==> src/hdl/wdt_map.svh <==
// Register offsets, field positions, reset values and counts of the window watchdog timer.
`ifndef WDT_MAP_SVH
`define WDT_MAP_SVH

// Byte addresses of the three register words on the APB bus.
`define WDT_ADDR_W        12
`define WDT_CTRL_ADDR     12'h000
`define WDT_WIN_ADDR      12'h004
`define WDT_STAT_ADDR     12'h008

// Field positions of the control and window control registers, the status busy bit and the write strobe lane.
`define WDT_PER_MSB       5
`define WDT_PER_LSB       2
`define WDT_EN_BIT        1
`define WDT_CEN_BIT       0
`define WDT_BUSY_BIT      0
`define WDT_LANE0_BIT     0

// Reset values held until the fuses are loaded after reset release.
`define WDT_PER_RST       4'h0
`define WDT_BIT_RST       1'b0

// Timeout encoding: the base count is shifted left by the period code.
`define WDT_CNT_W         14
`define WDT_BASE_CYCLES   14'h0008
`define WDT_CNT_ZERO      14'h0000
`define WDT_CNT_ONE       14'h0001
`define WDT_CODE_MAX      4'ha

// Constant data words for reads.
`define WDT_DATA_ZERO     32'h0000_0000
`define WDT_PAD_HIGH      24'h00_0000
`define WDT_PAD_RSVD      2'h0
`define WDT_PAD_STAT      31'h0000_0000

`endif

==> src/hdl/wdt_pkg.sv <==
// Types shared by the window watchdog timer design files.
`include "wdt_map.svh"

package wdt_pkg;

  // Four-bit period code as written by software or set by fuses.
  typedef logic [3:0] period_code_t;

  // Slow-clock cycle count within one phase.
  typedef logic [`WDT_CNT_W-1:0] count_t;

  // APB address.
  typedef logic [`WDT_ADDR_W-1:0] apb_addr_t;

  // Phase of the watchdog cycle, one-hot.
  typedef enum logic [2:0] {
    PH_IDLE   = 3'b001,
    PH_CLOSED = 3'b010,
    PH_OPEN   = 3'b100
  } phase_e;

endpackage

==> src/hdl/window_watchdog_timer.sv <==
// Window watchdog timer with APB registers, fuse defaults, lock and window mode.
// Functional notes
// - Timeout without restart requests system reset.
// - Accepted restart clears counter, new period.
// - Normal mode accepts restart any time.
// - Window restart in closed period resets.
// - Open period follows the closed period.
// - Open period elapsing without restart resets.
// - Counter advances on 1 kHz slow clock.
// - Keeps counting in sleep and clock failure.
// - Period code n gives 8 times 2^n.
// - Reserved period codes never time out.
// - Window mode: period field sets open length.
// - Period and enable load from fuses.
// - Control write needs change enable set.
// - Enable bit starts, clearing it stops.
// - Writes need open protection window.
// - Lock fuse makes control register read-only.
// - After system reset, settings keep running.
// - Locked: closed period frozen, window enable writable.
// - Closed period field, same encoding, fuse default.
// - Window enable changes only with its change enable.
// - Busy flag until settings reach slow domain.
//
// Design decision made here: the APB slave port.
`include "wdt_map.svh"

module window_watchdog_timer (
  input  wire logic               clock_i,
  input  wire logic               arst_n_i,
  // APB slave.
  input  wire wdt_pkg::apb_addr_t paddr_i,
  input  wire logic               psel_i,
  input  wire logic               penable_i,
  input  wire logic               pwrite_i,
  input  wire logic [31:0]        pwdata_i,
  input  wire logic [3:0]         pstrb_i,
  output logic [31:0]             prdata_o,
  output logic                    pready_o,
  output logic                    pslverr_o,
  // CPU restart pulse and protection qualifier.
  input  wire logic               watchdog_restart_instruction_i,
  input  wire logic               protection_open_i,
  // Slow oscillator and fuses.
  input  wire logic               slow_oscillator_1khz_i,
  input  wire logic               lock_fuse_i,
  input  wire wdt_pkg::period_code_t default_period_fuse_i,
  input  wire logic               default_enable_fuse_i,
  input  wire wdt_pkg::period_code_t default_closed_fuse_i,
  input  wire logic               default_window_fuse_i,
  // Request to the system reset controller.
  output logic                    reset_request_o
);
  import wdt_pkg::*;

  // Converts a period code to its slow-cycle count; zero means no timeout.
  function automatic count_t code_cycles(input period_code_t code);
    count_t cycles;
    cycles = `WDT_CNT_ZERO;
    if (code <= `WDT_CODE_MAX) begin
      cycles = count_t'(`WDT_BASE_CYCLES << code);
    end else begin
      cycles = `WDT_CNT_ZERO;
    end
    return cycles;
  endfunction

  // Software-visible settings.
  period_code_t per_q;        // Open or single timeout period code.
  logic         en_q;         // Enable bit.
  period_code_t closed_period_select_q;       // Closed period code.
  logic         wen_q;        // Window mode enable bit.
  // Settings as used by the slow-domain counter.
  period_code_t act_per_q;
  logic         act_en_q;
  period_code_t act_closed_period_select_q;
  logic         act_wen_q;
  // Housekeeping state.
  logic         loaded_q;     // Fuses have been copied in.
  logic         pend_q;       // Settings waiting for the next slow tick.
  logic         rst_pend_q;   // Restart waiting for the next slow tick.
  count_t       cnt_q;        // Slow cycles counted in this phase.
  phase_e       phase_q;      // Current phase.
  logic         reset_request_q;
  logic [31:0]  prdata_q;
  logic         pready_q;
  logic         pslverr_q;

  // Next values.
  period_code_t per_d;
  logic         en_d;
  period_code_t closed_period_select_d;
  logic         wen_d;
  logic         pend_d;
  logic         rst_pend_d;
  count_t       cnt_d;
  phase_e       phase_d;
  logic         fire_d;
  logic [31:0]  prdata_d;

  // Slow clock tick from the oscillator edge detector.
  wire logic tick;

  slow_tick_detect u_tick (
    .clock_i                (clock_i),
    .arst_n_i               (arst_n_i),
    .slow_oscillator_1khz_i (slow_oscillator_1khz_i),
    .tick_o                 (tick)
  );

  // Address decoding.
  wire logic hit_ctrl;
  wire logic hit_win;
  wire logic hit_stat;
  wire logic hit_any;

  assign hit_ctrl = (paddr_i == `WDT_CTRL_ADDR);
  assign hit_win  = (paddr_i == `WDT_WIN_ADDR);
  assign hit_stat = (paddr_i == `WDT_STAT_ADDR);
  assign hit_any  = hit_ctrl | hit_win | hit_stat;

  // The first access cycle prepares the answer; the write lands at the pready edge.
  wire logic acc_first;
  wire logic wr_fire;

  assign acc_first = psel_i & penable_i & ~pready_q;
  assign wr_fire   = psel_i & penable_i & pready_q & pwrite_i & pstrb_i[`WDT_LANE0_BIT];

  // A control write is discarded without protection, without change enable, or when locked.
  wire logic ctrl_wr_ok;
  wire logic win_wr_ok;

  assign ctrl_wr_ok = wr_fire & hit_ctrl & protection_open_i
                    & pwdata_i[`WDT_CEN_BIT]
                    & ~lock_fuse_i;
  assign win_wr_ok  = wr_fire & hit_win & protection_open_i
                    & pwdata_i[`WDT_CEN_BIT];

  // Next settings; fuses are taken once right after reset release.
  assign per_d  = !loaded_q  ? default_period_fuse_i
                : ctrl_wr_ok ? pwdata_i[`WDT_PER_MSB:`WDT_PER_LSB]
                : per_q;
  assign en_d   = !loaded_q  ? default_enable_fuse_i
                : ctrl_wr_ok ? pwdata_i[`WDT_EN_BIT]
                : en_q;
  assign closed_period_select_d = !loaded_q  ? default_closed_fuse_i
                : (win_wr_ok & ~lock_fuse_i) ? pwdata_i[`WDT_PER_MSB:`WDT_PER_LSB]
                : closed_period_select_q;
  assign wen_d  = !loaded_q  ? default_window_fuse_i
                : win_wr_ok  ? pwdata_i[`WDT_EN_BIT]
                : wen_q;

  // Settings cross to the counter at a slow tick while running, at once otherwise.
  wire logic cfg_write;
  wire logic needs_sync;
  wire logic apply;

  assign cfg_write  = ctrl_wr_ok | win_wr_ok;
  assign needs_sync = en_q | en_d;
  assign apply      = !loaded_q | (cfg_write & ~needs_sync) | (pend_q & tick);

  // Busy flag: a write during the tick cycle keeps it set for one more tick, so no update is lost.
  always_comb begin
    if (!loaded_q) begin
      pend_d = 1'b0;
    end else if (cfg_write & needs_sync) begin
      pend_d = 1'b1;
    end else if (tick) begin
      pend_d = 1'b0;
    end else begin
      pend_d = pend_q;
    end
  end

  // Phase limits from the active codes.
  wire count_t open_lim;
  wire count_t closed_lim;
  wire count_t cnt_inc;
  wire phase_e start_phase;

  assign open_lim    = code_cycles(act_per_q);
  assign closed_lim  = code_cycles(act_closed_period_select_q);
  assign cnt_inc     = count_t'(cnt_q + `WDT_CNT_ONE);
  assign start_phase = act_wen_q ? PH_CLOSED : PH_OPEN;

  // A restart inside the closed phase is a fault caught at once, not at the next tick.
  wire logic closed_fault;

  assign closed_fault = watchdog_restart_instruction_i & act_en_q & act_wen_q
                      & (phase_q == PH_CLOSED);

  // Pending restart; one arriving in the tick cycle is kept for the next tick.
  always_comb begin
    if (closed_fault | ~act_en_q) begin
      rst_pend_d = 1'b0;
    end else if (watchdog_restart_instruction_i) begin
      rst_pend_d = 1'b1;
    end else if (tick) begin
      rst_pend_d = 1'b0;
    end else begin
      rst_pend_d = rst_pend_q;
    end
  end

  // Phase and counter machine; the count advances only on slow ticks, while a closed fault or disable acts at once.
  // A limit lowered in mid-phase ends the phase at the next tick rather than after a counter wrap.
  always_comb begin
    phase_d = phase_q;
    cnt_d   = cnt_q;
    fire_d  = 1'b0;
    if (!act_en_q) begin
      phase_d = PH_IDLE;
      cnt_d   = `WDT_CNT_ZERO;
    end else if (closed_fault) begin
      fire_d  = 1'b1;
      phase_d = start_phase;
      cnt_d   = `WDT_CNT_ZERO;
    end else begin
      case (phase_q)
        PH_IDLE: begin
          phase_d = start_phase;
          cnt_d   = `WDT_CNT_ZERO;
        end
        PH_CLOSED: begin
          if (!act_wen_q) begin
            phase_d = PH_OPEN;
          end else if (tick) begin
            // Reaching or passing the limit both count, so a new shorter setting cannot be skipped.
            if ((closed_lim != `WDT_CNT_ZERO) && (cnt_inc >= closed_lim)) begin
              phase_d = PH_OPEN;
              cnt_d   = `WDT_CNT_ZERO;
            end else if (closed_lim != `WDT_CNT_ZERO) begin
              cnt_d = cnt_inc;
            end
          end
        end
        PH_OPEN: begin
          if (tick) begin
            if (rst_pend_q) begin
              phase_d = start_phase;
              cnt_d   = `WDT_CNT_ZERO;
            // The count may already be past a freshly lowered limit; it still times out.
            end else if ((open_lim != `WDT_CNT_ZERO) && (cnt_inc >= open_lim)) begin
              fire_d  = 1'b1;
              phase_d = start_phase;
              cnt_d   = `WDT_CNT_ZERO;
            end else if (open_lim != `WDT_CNT_ZERO) begin
              cnt_d = cnt_inc;
            end
          end
        end
        default: begin
          phase_d = PH_IDLE;
          cnt_d   = `WDT_CNT_ZERO;
        end
      endcase
    end
  end

  // Read data; reserved bits and the change enable bits read as zero.
  always_comb begin
    prdata_d = `WDT_DATA_ZERO;
    if (hit_ctrl) begin
      prdata_d = {`WDT_PAD_HIGH, `WDT_PAD_RSVD, per_q, en_q, 1'b0};
    end else if (hit_win) begin
      prdata_d = {`WDT_PAD_HIGH, `WDT_PAD_RSVD, closed_period_select_q, wen_q, 1'b0};
    end else if (hit_stat) begin
      prdata_d = {`WDT_PAD_STAT, pend_q};
    end else begin
      prdata_d = `WDT_DATA_ZERO;
    end
  end

  // Software settings; the block's own reset is power-on only, so a system reset keeps them.
  always_ff @(posedge clock_i or negedge arst_n_i) begin
    if (!arst_n_i) begin
      per_q    <= `WDT_PER_RST;
      en_q     <= `WDT_BIT_RST;
      closed_period_select_q   <= `WDT_PER_RST;
      wen_q    <= `WDT_BIT_RST;
      loaded_q <= 1'b0;
      pend_q   <= 1'b0;
    end else begin
      per_q    <= per_d;
      en_q     <= en_d;
      closed_period_select_q   <= closed_period_select_d;
      wen_q    <= wen_d;
      loaded_q <= 1'b1;
      pend_q   <= pend_d;
    end
  end

  // Settings as seen by the counter.
  always_ff @(posedge clock_i or negedge arst_n_i) begin
    if (!arst_n_i) begin
      act_per_q  <= `WDT_PER_RST;
      act_en_q   <= `WDT_BIT_RST;
      act_closed_period_select_q <= `WDT_PER_RST;
      act_wen_q  <= `WDT_BIT_RST;
    end else if (apply) begin
      act_per_q  <= per_d;
      act_en_q   <= en_d;
      act_closed_period_select_q <= closed_period_select_d;
      act_wen_q  <= wen_d;
    end
  end

  // Counter, phase and reset request.
  always_ff @(posedge clock_i or negedge arst_n_i) begin
    if (!arst_n_i) begin
      cnt_q           <= `WDT_CNT_ZERO;
      phase_q         <= PH_IDLE;
      rst_pend_q      <= 1'b0;
      reset_request_q <= 1'b0;
    end else begin
      cnt_q           <= cnt_d;
      phase_q         <= phase_d;
      rst_pend_q      <= rst_pend_d;
      reset_request_q <= fire_d;
    end
  end

  // APB answer: one wait cycle, then pready with data or error for unmapped addresses.
  always_ff @(posedge clock_i or negedge arst_n_i) begin
    if (!arst_n_i) begin
      pready_q  <= 1'b0;
      pslverr_q <= 1'b0;
      prdata_q  <= `WDT_DATA_ZERO;
    end else begin
      pready_q  <= acc_first;
      pslverr_q <= acc_first & ~hit_any;
      prdata_q  <= (acc_first & ~pwrite_i) ? prdata_d : `WDT_DATA_ZERO;
    end
  end

  assign prdata_o        = prdata_q;
  assign pready_o        = pready_q;
  assign pslverr_o       = pslverr_q;
  assign reset_request_o = reset_request_q;

endmodule

==> src/hdl/slow_tick_detect.sv <==
// Turns the rising edge of the 1 kHz slow oscillator into a one-cycle tick.
module slow_tick_detect (
  input  wire logic clock_i,
  input  wire logic arst_n_i,
  input  wire logic slow_oscillator_1khz_i,
  output logic      tick_o
);

  // Previous level of the slow oscillator.
  logic prev_q;
  // Registered tick pulse.
  logic tick_q;
  // Rising edge seen this cycle.
  wire logic rise;

  assign rise = slow_oscillator_1khz_i & ~prev_q;

  // Edge detector; the tick is registered so it leaves as a clean pulse.
  always_ff @(posedge clock_i or negedge arst_n_i) begin
    if (!arst_n_i) begin
      prev_q <= 1'b0;
      tick_q <= 1'b0;
    end else begin
      prev_q <= slow_oscillator_1khz_i;
      tick_q <= rise;
    end
  end

  assign tick_o = tick_q;

endmodule

==> config.mk <==
export PLATFORM = sky130hd
export DESIGN_NAME = window_watchdog_timer
export DESIGN_NICKNAME = d
export VERILOG_FILES = /design/src/hdl/wdt_pkg.sv /design/src/hdl/window_watchdog_timer.sv /design/src/hdl/slow_tick_detect.sv
export VERILOG_INCLUDE_DIRS = /design/src /design/src/hdl
export SDC_FILE = /design/constraint.sdc
export NUM_CORES = 1
export LEC_CHECK = 0
export BUFFER_PORTS_ARGS = -buffer_cell sky130_fd_sc_hd__buf_2
export CORE_ASPECT_RATIO = 0.5
export CORE_MARGIN = 8
export CORE_UTILIZATION = 55
export DETAILED_ROUTE_END_ITERATION = 7
export GPL_TIMING_DRIVEN = 0
export PLACE_DENSITY = 0.95
export RECOVER_POWER = 50
export REMOVE_ABC_BUFFERS = 1
export SETUP_SLACK_MARGIN = 0.15
export SYNTH_ARGS = -nofsm -noshare
export SYNTH_HDL_FRONTEND = slang
export SYNTH_SLANG_ARGS = --single-unit
==> constraint.sdc <==
create_clock -name clock_i -period 8.6 [get_ports clock_i]
set_input_delay 0.43 -clock clock_i [delete_from_list [all_inputs] [get_ports clock_i]]
set_output_delay 0.43 -clock clock_i [all_outputs]
set_load 0.01 [all_outputs]
==> impl_metrics.py <==
metrics = {
    "timing": {
        "clock_skew_ns": 0.009881,
        "finalSetupViolCount": 0,
        "hold_viol": 0,
        "setup_slack_ns": 4.852,
        "setup_tns_ns": 0,
        "rsz0062_at_grt": "no",
        "relSlewSlack_pct": -77.68,
        "finalCriticalPeriod_ns": 3.748,
        "hold_ws_ns": 0.2486,
        "timing.fmax_mhz": 266.8,
        "min_period_over_period_pct": 43.58,
        "slew_viol_final": 52,
        "worst_pin_slew_ns": 2.665,
    },
    "setup_path": {
        "cp_cell_sequence": "ha_1 -> nand3_1 -> nor2_1 -> nand3_1 -> xnor2_1 -> ha_1 -> a21oi_1 -> a21boi_0 -> o31a_1 -> nor3_2 -> o21a_1 -> a22o_1",
        "crit_fanout": 9,
        "required_ns": 8.83,
        "cp_num_buf_inv": 0,
        "cp.depth": 12,
        "worst-setup-path-type": "register to register",
        "r2r_cells": 12,
        "crit_arrival_ns": 3.98,
        "cp-end-kind": "register",
        "cp-start-kind": "register",
        "cpLargestDelayFamily": "compound AO/OA/AOI/OAI gates",
        "critical-path-max-stage-delay_ns": 0.46,
        "cpMaxStageDelayCell": "dfrtp_1",
    },
    "clocking": {
        "cts_sinks": 51,
        "htreeDepth": 2,
        "clk_pin_slew_ns": 0.07,
        "root_buffer": "clkbuf_16",
        "clock_latency_ns": 0.30,
        "cts_buffers": 5,
        "cts.repair.resized": 0,
        "postCtsHoldBufs": 0,
        "cts_setup_buffers": 0,
        "clk_path_buf_depth": 2,
        "tritoncts": "yes",
    },
    "final_layout": {
        "antenna_cells": 0,
        "drive_above_1_share_pct": 16.06,
        "multi_input_area_um2": 2004,
        "area_growth_pct": 9.225,
        "fill_cells": 441,
        "regArea_um2": 1277,
        "nets": 501,
    },
    "floorplan": {
        "io_pins": 102,
        "fp.dieW_um": 128.4,
        "coreArea_um2": 6081,
        "die_height_um": 72.18,
        "rows": 20,
        "die_area_um2": 9265,
        "initial_core_util_pct": 57.10,
    },
    "yosys": {
        "syn_area_per_cell_um2": 9.487,
        "yosysUniqueCellTypes": 55,
        "synthArstFlopShare_pct": 100.0,
        "synth_enable_flop_cells": 0,
        "synth_warnings": 0,
        "synth_ff_type": "dfrtp_1",
        "yosys_register_bits": 51,
        "syn_area_um2": 3472,
        "synth_commonest_cells": "dfrtp_1 (50), nand2_1 (42), nor2_1 (38)",
        "synth_seq_area_share_pct": 36.79,
        "yosysMostFrequentCell": "dfrtp_1",
        "synth_top_area_share_pct": 36.04,
        "synthCells": 366,
        "ys_top_cells_by_area": "dfrtp_1 (36%), ha_1 (8.6%), buf_4 (5.8%)",
        "yosysTopAreaCell": "dfrtp_1",
    },
    "power_and_ir_drop": {
        "total_power_mw": 0.6319,
        "power_density_nw_per_um2": 166.6,
        "power_leakage_nw": 1.839,
        "peakVddDrop_mv": 0.08533,
    },
    "global_route": {
        "antenna_found_initial": 0,
        "track_usage_pct": 18.08,
        "grt_max_degree": 52,
        "grt_pass1_vias": 2936,
        "grt_overflow": 0,
        "grt_pass1_wl_um": 13680,
    },
    "place": {
        "dp_hpwl_um": 6060,
        "port-buffer-count": 46,
        "place_congestion": 0.8830,
        "place_worst_setup_slack_ns": 4.898,
    },
    "routing": {
        "post_drt_wl_per_cell_um": 16.78,
        "drt_first_pass_iters": 5,
        "viasPerCell": 5.790,
        "ant_nets": 0,
        "num_vias": 2889,
        "drtIter0Drc": 209,
        "remaining_drc_errors": 0,
        "routed_wl_um": 8375,
    },
    "run": {
        "max_cap_violations": 1,
    },
    "worst_hold_path": {
        "hold_depth": 1,
        "hold_path_class": "input port to register",
    },
    "run_status": {
        "status": "complete, but fails checks",
        "violations": "max-capacitance violations, max-slew violations",
    },
}
-- worst paths after layout --
| kind | from | endpoint | slack [ns] |
|---|---|---|---|
| max in group asynchronous | arst_n_i | cnt_q[12] | 6.12 |
| max | cnt_q[0] | cnt_q[3] | 4.85 |
| max reg2reg | cnt_q[0] | cnt_q[3] | 4.85 |
| min reg2reg | u_tick.prev_q | u_tick.tick_o | 0.40 |
| min in group asynchronous | arst_n_i | prdata_o[4] | 0.97 |
| min | slow_oscillator_1khz_i | u_tick.prev_q | 0.25 |
-- registers in the layout, summed over array words and instances, names as in the netlist, 3 cells and up --
signal	count
act_closed_period_select_q	4
act_per_q	4
closed_period_select_q	4
cnt_q	14
per_q	4
phase_q	3
prdata_o	6
-- power by group --
group	switching, mW	internal, mW	total [mW]
clock network	0.0980	0.109	0.207
logic	0.0786	0.0555	0.134
registers	0.0294	0.261	0.290
total	0.206	0.426	0.632
-- stage by stage --
stage,util [%],std cells,area [um^2]
2_1_floorplan,-,357,3327
3_3_place_gp,60.31,491,3667
3_5_place_dp,60.31,491,3667
4_1_cts,62.74,499,3815
5_1_grt,62.37,499,3792
6_report,62.37,499,3792
-- layout by cell type, fill, tap and decap left out, types with 5 or more instances in the layout --
cell type	n
a21oi_1	24
a22o_1	9
buf_2	37
clkbuf_1	9
clkbuf_16	5
conb_1	27
dfrtp_1	50
ha_1	24
inv_1	9
mux2_4	10
mux2i_1	16
nand2_1	42
nand3_1	16
nand4_1	5
nor2_1	38
nor2b_1	11
o211ai_1	7
o21ai_0	7
xnor2_1	10
-- per-layer routing --
layer / vias up / routed length, um / track usage, % / part of all wire (%)
li1: 1344 / - / - / -
met1: 1365 / 3644 / 22.12 / 44
met2: 161 / 3874 / 30.40 / 46
met3: 19 / 657 / 3.655 / 7.8
met4: 0 / 199 / 8.225 / 2.4
met5: - / 0 / 0 / 0
-- cells by family (layout without fill, tap and decap cells) --
| logic type | count (synthesis) | count (layout) | share of synthesized area (%) |
|---|---|---|---|
| AND/OR/NAND/NOR | 139 | 139 | 20.72 |
| buffers and inverters | 43 | 63 | 7.856 |
| AO/OA/AOI/OAI | 70 | 70 | 14.05 |
| other | 2 | 27 | 0.2163 |
| adder cells (fa/ha/maj) | 24 | 24 | 8.649 |
| multiplexers | 26 | 26 | 8.937 |
| XOR/XNOR | 11 | 11 | 2.775 |
| flip-flops | 51 | 51 | 36.79 |
-- worst register-to-register path, delay by kind of cell, from the launching register on --
kind | cells | cell delay (ns)
adders and majority gates | 2 | 0.59
xor gates and xnor gates | 1 | 0.33
and+or+nand+nor | 4 | 1.12
DFF | 1 | 0.46
AOI/OAI and AO/OA | 5 | 1.18
-- layout make-up --
class	instances	area share, %
multi-input cells	297	52.85
flip-flops and latches	51	33.69
repair buffers	46	5.774
clock buffers	5	3.299
well taps	88	2.903
inverters	9	0.8908
clock inverters	3	0.5939
Note: power is estimated with default switching activity, not from simulation.
